## src/apbwd_pkg.sv

```systemverilog
// Package of register map, field layout and types for the APB watchdog timer
`default_nettype none
package apbwd_pkg;

	localparam int unsigned DATA_W = 32;
	localparam int unsigned ADDR_W = 12;

	// ------------------------------------------------------------
	// Register byte offsets
	// ------------------------------------------------------------
	localparam logic [ADDR_W-1:0] OFS_RELOAD_VALUE      = 12'h000;
	localparam logic [ADDR_W-1:0] OFS_COUNT_VALUE       = 12'h004;
	localparam logic [ADDR_W-1:0] OFS_CONTROL           = 12'h008;
	localparam logic [ADDR_W-1:0] OFS_INTERRUPT_CLEAR   = 12'h00C;
	localparam logic [ADDR_W-1:0] OFS_RAW_IRQ_STATUS    = 12'h010;
	localparam logic [ADDR_W-1:0] OFS_MASKED_IRQ_STATUS = 12'h014;
	localparam logic [ADDR_W-1:0] OFS_WRITE_LOCK        = 12'hC00;

	// ------------------------------------------------------------
	// Field positions and values
	// ------------------------------------------------------------
	localparam int unsigned CTRL_INT_EN_BIT = 0;
	localparam int unsigned CTRL_RST_EN_BIT = 1;
	localparam int unsigned FLAG_BIT        = 0;

	localparam logic [DATA_W-1:0] RELOAD_RESET   = 32'hFFFFFFFF;
	localparam logic [DATA_W-1:0] COUNT_RESET    = 32'hFFFFFFFF;
	localparam logic [DATA_W-1:0] LOCK_KEY       = 32'h1ACCE551;
	localparam logic [DATA_W-1:0] LOCK_RD_OPEN   = 32'h00000000;
	localparam logic [DATA_W-1:0] LOCK_RD_LOCKED = 32'h00000001;
	localparam logic [DATA_W-1:0] ZERO_WORD      = 32'h00000000;
	localparam logic [DATA_W-1:0] ONE_WORD       = 32'h00000001;

	// ------------------------------------------------------------
	// Types
	// ------------------------------------------------------------
	typedef struct packed {
		logic              psel;
		logic              penable;
		logic              pwrite;
		logic [ADDR_W-1:0] paddr;
		logic [DATA_W-1:0] pwdata;
	} apbwd_req_s;

	// Gray order along idle -> load -> count -> stop
	typedef enum logic [1:0] {
		WD_IDLE  = 2'h0,
		WD_LOAD  = 2'h1,
		WD_COUNT = 2'h3,
		WD_STOP  = 2'h2
	} apbwd_state_e;

endpackage : apbwd_pkg
`default_nettype wire

```

## src/apbwd_timer.sv

```systemverilog
// APB watchdog timer: register slave, down-counter, interrupt and timeout reset
//
// Notes on behaviour
// - Writing the reload value restarts the count from it at once.
// - A reload value of zero raises the interrupt immediately.
// - Count value is read-only and shows the live counter.
// - Control bit 1 masks the timeout reset output.
// - Control bit 0 enables counter and interrupt; clearing it halts both.
// - Enable rising reloads the counter before counting resumes.
// - Any write to interrupt clear clears the flag and reloads.
// - Raw status bit 0 shows the flag regardless of enable; others zero.
// - Masked status equals raw AND enable and drives the interrupt pin.
// - Writing the key unlocks all register writes.
// - Writing anything else locks; other register writes are ignored.
// - Lock read returns 1 when locked, 0 when unlocked.
// - Control bits 31 to 2 are reserved and read zero.
// - Write signal high means write, low means read.
// - Interrupt output is active high.
// - Timeout reset output is active high.
// - Counter reset input is active low.
// - Bus reset is active low and resets register state.
// - Counter decrements only on clock edges with enable high.
// - At zero: raise interrupt, reload, start again.
// - Zero again with flag pending and reset enabled: assert reset, stop.
// - Interrupt clear drops the interrupt output without waiting for enable.
`timescale 1ns/1ps
`default_nettype none
module apbwd_timer
	import apbwd_pkg::*;
#(
	parameter int unsigned CNT_W = DATA_W
) (
	input  wire logic              clk_sys,
	input  wire logic              rstn,
	input  wire apbwd_req_s        apb_req,
	output logic [DATA_W-1:0]      prdata,
	input  wire logic              counter_clock_enable,
	input  wire logic              counter_reset_n,
	output logic                   timeout_irq,
	output logic                   timeout_reset_out
);

	// ------------------------------------------------------------
	// Elaboration checks
	// ------------------------------------------------------------
	generate
		if (CNT_W != DATA_W) begin : g_bad_width
			$error("apbwd_timer: CNT_W must equal the bus data width");
		end
	endgenerate

	function automatic logic reg_hit(input logic [ADDR_W-1:0] addr, input logic [ADDR_W-1:0] ofs);
		reg_hit = (addr[ADDR_W-1:2] == ofs[ADDR_W-1:2]);
	endfunction : reg_hit

	// ------------------------------------------------------------
	// Counter reset synchroniser
	// ------------------------------------------------------------
	logic cnt_rst_meta;
	logic cnt_rst_n;

	// Asserted from outside the clock, so two stages before use
	always_ff @(posedge clk_sys) begin
		if (!rstn) begin
			cnt_rst_meta <= 1'b0;
			cnt_rst_n    <= 1'b0;
		end else begin
			cnt_rst_meta <= counter_reset_n;
			cnt_rst_n    <= cnt_rst_meta;
		end
	end

	logic cnt_clear;
	assign cnt_clear = !rstn || !cnt_rst_n;

	// ------------------------------------------------------------
	// Bus decode
	// ------------------------------------------------------------
	logic                locked;
	logic [CNT_W-1:0]    reload_value;
	logic                ctrl_int_en;
	logic                ctrl_rst_en;
	logic [CNT_W-1:0]    count_value;
	logic                raw_irq_flag;
	logic                rst_flag;
	apbwd_state_e        state;

	logic wr_access;
	logic rd_setup;
	logic wr_ok;
	logic wr_reload;
	logic wr_control;
	logic wr_clear;
	logic wr_lock;

	assign wr_access  = apb_req.psel && apb_req.penable && apb_req.pwrite;
	assign rd_setup   = apb_req.psel && !apb_req.penable && !apb_req.pwrite;
	assign wr_lock    = wr_access && reg_hit(apb_req.paddr, OFS_WRITE_LOCK);
	assign wr_ok      = wr_access && !locked;
	assign wr_reload  = wr_ok && reg_hit(apb_req.paddr, OFS_RELOAD_VALUE);
	assign wr_control = wr_ok && reg_hit(apb_req.paddr, OFS_CONTROL);
	assign wr_clear   = wr_ok && reg_hit(apb_req.paddr, OFS_INTERRUPT_CLEAR);

	// ------------------------------------------------------------
	// Bus-side registers
	// ------------------------------------------------------------
	always_ff @(posedge clk_sys) begin
		if (!rstn) begin
			locked <= 1'b0;
		end else if (wr_lock) begin
			locked <= (apb_req.pwdata != LOCK_KEY);
		end
	end

	always_ff @(posedge clk_sys) begin
		if (!rstn) begin
			reload_value <= RELOAD_RESET;
		end else if (wr_reload) begin
			reload_value <= apb_req.pwdata;
		end
	end

	always_ff @(posedge clk_sys) begin
		if (!rstn) begin
			ctrl_int_en <= 1'b0;
			ctrl_rst_en <= 1'b0;
		end else if (wr_control) begin
			ctrl_int_en <= apb_req.pwdata[CTRL_INT_EN_BIT];
			ctrl_rst_en <= apb_req.pwdata[CTRL_RST_EN_BIT];
		end
	end

	// ------------------------------------------------------------
	// Down-counter
	// ------------------------------------------------------------
	logic tick;
	logic zero_hit;

	assign tick     = counter_clock_enable;
	// Zero reload fires on the loading edge itself
	assign zero_hit = tick && ctrl_int_en && ((state == WD_COUNT && count_value == ZERO_WORD)
		|| (state == WD_LOAD && reload_value == ZERO_WORD));

	always_ff @(posedge clk_sys) begin
		if (cnt_clear) begin
			state <= WD_IDLE;
		end else if (!ctrl_int_en) begin
			if (state != WD_STOP) begin
				state <= WD_IDLE;
			end
		end else begin
			unique case (state)
				WD_IDLE: begin
					state <= wr_reload ? WD_COUNT : WD_LOAD;
				end
				WD_LOAD: begin
					if (wr_reload || wr_clear || tick) begin
						state <= WD_COUNT;
					end
				end
				WD_COUNT: begin
					if (zero_hit && raw_irq_flag && ctrl_rst_en) begin
						state <= WD_STOP;
					end
				end
				WD_STOP: begin
					state <= WD_STOP;
				end
			endcase
		end
	end

	always_ff @(posedge clk_sys) begin
		if (cnt_clear) begin
			count_value <= COUNT_RESET;
		end else if (state == WD_STOP) begin
			count_value <= count_value;
		end else if (wr_reload) begin
			count_value <= apb_req.pwdata;
		end else if (wr_clear) begin
			count_value <= reload_value;
		end else if (ctrl_int_en && tick && state != WD_IDLE) begin
			if (state == WD_LOAD || count_value == ZERO_WORD) begin
				count_value <= reload_value;
			end else begin
				count_value <= count_value - ONE_WORD;
			end
		end
	end

	// ------------------------------------------------------------
	// Interrupt and reset flags
	// ------------------------------------------------------------
	// A zero hit in the clearing cycle keeps the flag set
	always_ff @(posedge clk_sys) begin
		if (cnt_clear) begin
			raw_irq_flag <= 1'b0;
		end else if (zero_hit && state != WD_STOP) begin
			raw_irq_flag <= 1'b1;
		end else if (wr_clear) begin
			raw_irq_flag <= 1'b0;
		end
	end

	always_ff @(posedge clk_sys) begin
		if (cnt_clear) begin
			rst_flag <= 1'b0;
		end else if (state == WD_COUNT && zero_hit && raw_irq_flag && ctrl_rst_en) begin
			rst_flag <= 1'b1;
		end
	end

	// Combinational so a clear write drops the pin without a tick
	assign timeout_irq       = raw_irq_flag && ctrl_int_en;
	assign timeout_reset_out = rst_flag && ctrl_rst_en;

	// ------------------------------------------------------------
	// Read data
	// ------------------------------------------------------------
	logic [DATA_W-1:0] next_prdata;

	always_comb begin
		next_prdata = ZERO_WORD;
		if (reg_hit(apb_req.paddr, OFS_RELOAD_VALUE)) begin
			next_prdata = reload_value;
		end else if (reg_hit(apb_req.paddr, OFS_COUNT_VALUE)) begin
			next_prdata = count_value;
		end else if (reg_hit(apb_req.paddr, OFS_CONTROL)) begin
			next_prdata[CTRL_INT_EN_BIT] = ctrl_int_en;
			next_prdata[CTRL_RST_EN_BIT] = ctrl_rst_en;
		end else if (reg_hit(apb_req.paddr, OFS_RAW_IRQ_STATUS)) begin
			next_prdata[FLAG_BIT] = raw_irq_flag;
		end else if (reg_hit(apb_req.paddr, OFS_MASKED_IRQ_STATUS)) begin
			next_prdata[FLAG_BIT] = timeout_irq;
		end else if (reg_hit(apb_req.paddr, OFS_WRITE_LOCK)) begin
			next_prdata = locked ? LOCK_RD_LOCKED : LOCK_RD_OPEN;
		end
	end

	// Captured in setup so the access phase sees stable data
	always_ff @(posedge clk_sys) begin
		if (!rstn) begin
			prdata <= ZERO_WORD;
		end else if (rd_setup) begin
			prdata <= next_prdata;
		end
	end
endmodule : apbwd_timer
`default_nettype wire

```

## config.mk

```make
export PLATFORM = sky130hd
export DESIGN_NAME = apbwd_timer
export DESIGN_NICKNAME = d
export VERILOG_FILES = /design/src/apbwd_pkg.sv /design/src/apbwd_timer.sv
export SDC_FILE = /design/constraint.sdc
export NUM_CORES = 1
export LEC_CHECK = 0
export BUFFER_PORTS_ARGS = -buffer_cell sky130_fd_sc_hd__buf_2
export CAP_MARGIN = 20
export CORE_MARGIN = 5
export CORE_UTILIZATION = 64
export CTS_BUF_LIST = sky130_fd_sc_hd__clkbuf_4 sky130_fd_sc_hd__clkbuf_8
export CTS_CLUSTER_SIZE = 10
export DETAILED_ROUTE_END_ITERATION = 10
export PLACE_DENSITY = 0.89
export SYNTH_ARGS = -nofsm -noshare
export SYNTH_HDL_FRONTEND = slang
export SYNTH_SLANG_ARGS = --single-unit
```

## constraint.sdc

```tcl
create_clock -name clk_sys -period 4.45 [get_ports clk_sys]
set_input_delay 0.445 -clock clk_sys [delete_from_list [all_inputs] [get_ports clk_sys]]
set_output_delay 0.445 -clock clk_sys [all_outputs]
set_load 0.05 [all_outputs]
```

* Word-level counts from Yosys, hierarchy flattened
Index checks and enable logic that the tools add are counted.
** Word-level totals
- Bits of input ports :: 51
- Flip-flop bits (word level) :: 105
** Cells by class
- Add/sub/neg operators :: 1
- Eq/ne operators :: 13
- Mux-type cells :: 20
- Reductions and logical operators :: 42
- Bitwise operators :: 1
** Operators with widths (count)
- $mux 32 :: 6
- $logic_not 32->1 :: 2
- $ne 32x29->1 const B :: 1
- $sub 32x1->32 const B :: 1
- $mux 30 :: 1
- $logic_and 1x1->1 :: 22
- $eq 10x2->1 const B :: 2
- $eq 10x3->1 const B :: 2
- $mux 2 :: 6
- $eq 10x1->1 const B :: 1
- $eq 10x10->1 const B :: 1
- $logic_not 10->1 :: 1
- $pmux 2 s4 :: 1
- $mux 1 :: 6
- $ne 3x2->1 const B :: 2
- $reduce_bool 2->1 :: 3
- $logic_not 1->1 :: 5
- $logic_or 1x1->1 :: 5
- $eq 2x2->1 const B :: 2
- $reduce_and 3->1 :: 1
- $reduce_bool 3->1 :: 1
- $eq 2x1->1 const B :: 1
- $logic_not 2->1 :: 1
- $ne 2x2->1 const B :: 1
- other kinds (2) :: 2

* Depth between registers and ports, before layout
- Depth in word-level cells :: 9
- Mapped depth :: 10
- Depth with buffers taken out :: 8

* Worst setup path before layout
OpenSTA, ideal clock, no wires.
- Path type :: input -> register
- Start point :: input port apb_req[36] (netlist name)
- End point :: register count_value[11]
- Arrival :: 1968 ps
- Path slack :: 2360 ps
- Cell stages on the path :: 6
- Data required time :: 4328 ps
- Path through :: nor4_2 and4_1 a21oi_1 or3_1 buf_2 o32a_1
** Between the ends
- Word-level cells in the longest chain between the ends :: 4
- Elaborated cells between the ends (all ways) :: 8
** RTL lines
- start: declaration :: line apbwd_timer.sv:35 : input wire apbwd_req_s apb_req,
- $eq 10x2->1 or $logic_not 10->1 (tied branches) :: line apbwd_timer.sv:53 : reg_hit = (addr[ADDR_W-1:2] == ofs[ADDR_W-1:2]);
- $logic_and 1x1->1, on equally long branches :: line apbwd_timer.sv:102, apbwd_timer.sv:100
- $reduce_bool 3->1 (no source line) or $mux 32 (tied branches)
- $reduce_and 2->1 (no source line) or $mux 32 (tied branches)
- end signal: assignment :: line apbwd_timer.sv:177 : count_value <= count_value;
- end signal: assignment :: line apbwd_timer.sv:179 : count_value <= apb_req.pwdata;
- end signal: assignment :: line apbwd_timer.sv:181 : count_value <= reload_value;
- end: declaration :: line apbwd_timer.sv:83 : logic [CNT_W-1:0] count_value;
Several ways; a longest one is shown, not always the timed one.
A chain may end at the register's enable or synchronous reset.

* Worst setup path in the final report
- Start point :: input port apb_req[37] (netlist name)
- End point :: register count_value[29]
Same word-level chain as after synthesis.

==> metrics.md <==
| Metric | Value |
|---|---|
| # nets final | `767` |
| CTS tree | `yes` |
| Starting Density | `0.661` |
| Routed Antenna Nets | `0` |
| Max Buffers Root-to-Sink | `2` |
| Most frequent cell after synthesis | `dfxtp_1` |
| Pin count of the biggest net entering global routing | `51` |
| Top cells by area, synth | `dfxtp_1, nand2_1, a221oi_1, nand3_1, nor2_1` |
| Slew @ Worst Pin | `946 ps` |
| Htree depth | `3` |
| Setup TNS | `0 ps` |
| Clk Latency, worst-skew pair | `about 390 ps` |
| Port Buffers | `82` |
| # IOs | `85` |
| Critical path arrival | `about 2800 ps` |
| Area grow syn2layout | `11.1%` |
| CP max FO | `19` |
| Average wire per standard cell | `20.1 um` |
| Avg Vias per Cell | `6.95` |
| Die ar. | `approximately 11,000 um2` |
| CTS Buf Count | `9` |
| Power per cell area | `~280 nW/um2` |
| Die height | `between 100 and 150 um` |
| Max cap viols | `0` |
| Leak pwr | `about 2.3 nW` |
| Fin. max-slew vios | `0` |
| Ys Warns | `0` |
| Netlist cell types | `58` |
| CP startpoint kind | `input pin` |
| Post-synth EDFFs | `0` |
| Cell taking the most area after synthesis | `dfxtp_1` |
| Post-Syn Area | `5480 um2` |
| Clk sinks | `105` |
| Detailed Route Iter0 Violations | `688` |
| Relative slew slack | `0.370` |
| F_max | `a little under 400 MHz` |
| Min cycle time layout | `2540 ps` |
| Top FF cell, synth | `dfxtp_1` |
| Diode count | `0` |
| Global-route wire length before repair | `between 20,000 and 30,000 um` |
| Drc violations | `0` |
| Commonest cells in the netlist | `dfxtp_1, nand2_1, nor2_1` |
| Cell chosen for the clock root | `clkbuf_8` |
| Worst Clk Skew | `about 15 ps` |
| Share of cells above drive strength 1 | `0.177` |
| Asr flop ratio synth | `0` |
| Crit path required time | `~4700 ps` |
| GP Congestion | `between 0.9 and 1` |
| CORE AREA | `approximately 8300 um2` |
| HP Start | `counter_reset_n` |
| Dpl hpwl | `around 11,000 um` |
| Worst vdd ir | `165 uV` |
| Crit Path Class | `input pin to register` |
| First drt pass iteration count | `5` |
| Mapped Cells | `~660` |
| Syn_area_per_cell | `about 8.3 um2` |
| WL final | `16,600 um` |
| Fin crit share | `0.571` |
| Grt ovf | `0` |
| # placed instances | `808` |
| Syn_nets | `approximately 700` |
| # fillers | `around 640` |
| Setup Buffers After CTS | `0` |
| Reg clk slew, reported paths | `~100 ps` |
| RR Startpoint | `count_value[0]` |
| Crit. Startpoint | `apb_req[37]` |
| Total GRT Usage | `0.325` |
| Synth Register Bits | `~110` |
| Non-filler instance count after layout | `between 800 and 900` |
| RSZ-0062 raised after global routing | `false` |
| Die X | `approximately 100 um` |
| Number of global-route vias before repair | `5,359` |
| Run status | `finished clean` |
| Endpoints failing hold | `0` |
| Final Setup Violations | `0` |
| Share of the synthesized area in the top cell type | `0.383` |
| FP Rows | `33` |
| Hold buffer count at CTS | `0` |
| Post-synthesis sequential area ratio | `0.383` |
| Via count | `5,726` |
| Cts repair resizes | `0` |
| Worst hold path class | `input pin to register` |
| Initial antenna violation count | `0` |
| CP Capture Type | `register` |
[layout by cell type (no fill, tap or decap), types with 11 or more instances in the layout]
cell type	instances
dfxtp_1	105
nand2_1	92
buf_2	82
nor2_1	50
nand3_1	48
a221oi_1	30
nor3_1	27
a21oi_1	25
nor4_1	18
xnor2_1	16
o21a_1	16
or3_1	14
nor3b_1	14
o21ai_0	11
nand4_1	11
a22oi_1	11
[path summary, 6_finish.rpt]
| path | slack, ps | to | depth (start not counted) |
|---|---|---|---|
| worst max-delay path | 1910 | count_value[29] | 7 |
| worst min-delay path | 270 | cnt_rst_meta | 2 |
| worst max register to register | 1920 | count_value[30] | 8 |
| worst min register to register | 450 | cnt_rst_n | 1 |
[where the power goes]
part	leakage (nW)	switching [mW]	total (mW)	internal, mW
logic	1.40	0.111	0.161	0.0505
registers	0.852	0.00578	0.959	0.953
clock network	0.0912	0.356	0.582	0.226
[critical path, cell delays in order]
cell and delay (ps):
buf_2 100, nor4_2 440, and2_0 330, and3_1 830, mux2i_1 360, a32oi_1 110
o22a_1 180
[layer usage]
metal | vias up | global-route usage | routed length [um] | share of wire
li1 | 2566 | - | - | -
met1 | 2668 | 0.437 | 6220 | 0.38
met2 | 411 | 0.513 | 7720 | 0.47
met3 | 81 | 0.0582 | 1940 | 0.12
met4 | 0 | 0.140 | 687 | 0.041
met5 | - | 0 | 0 | 0
[through the flow]
step | hold WS (ps) | power, mW | util | setup slack [ps] | cell area [um2]
after floorplan | 412 | 1.08 | - | 2360 | 5480
after global placement | 415 | 1.13 | 0.706 | 1720 | 5860
after detailed placement | 428 | 1.14 | 0.712 | 1600 | 5910
after CTS | 266 | 1.69 | 0.734 | 1950 | 6090
after global routing | 270 | 1.76 | 0.734 | 1770 | 6090
final | 266 | 1.70 | 0.734 | 1910 | 6090
[area by class of cell]
cell class | count | area, um2 | share of cell area
Clock buffer | 10 | 138 | 0.0226
Inverter | 8 | 30.0 | 0.00493
Tap cell | 105 | 131 | 0.0216
Sequential cell | 105 | 2100 | 0.345
Multi-Input combinational cell | 497 | 3120 | 0.512
Clock inverter | 6 | 48.8 | 0.00801
Timing Repair Buffer | 93 | 520 | 0.0854
[registers in the layout, indices dropped and copies added, names as in the netlist]
register and cells:
count_value 32, state 2, ctrl_int_en 1, reload_value 32
cnt_rst_n 1, locked 1, raw_irq_flag 1, prdata 32
rst_flag 1, ctrl_rst_en 1, cnt_rst_meta 1
[kinds of logic after synthesis]
logic type | Yosys count | share of synthesized area
AO/OA/AOI/OAI | 138 | 0.194
XOR/XNOR | 26 | 0.0415
adder cells (fa/ha/maj) | 2 | 0.00456
buffers and inverters | 60 | 0.0502
flip-flops | 105 | 0.383
multiplexers | 5 | 0.00913
AND/OR/NAND/NOR | 326 | 0.317
Power figures use the tool's default switching activity.
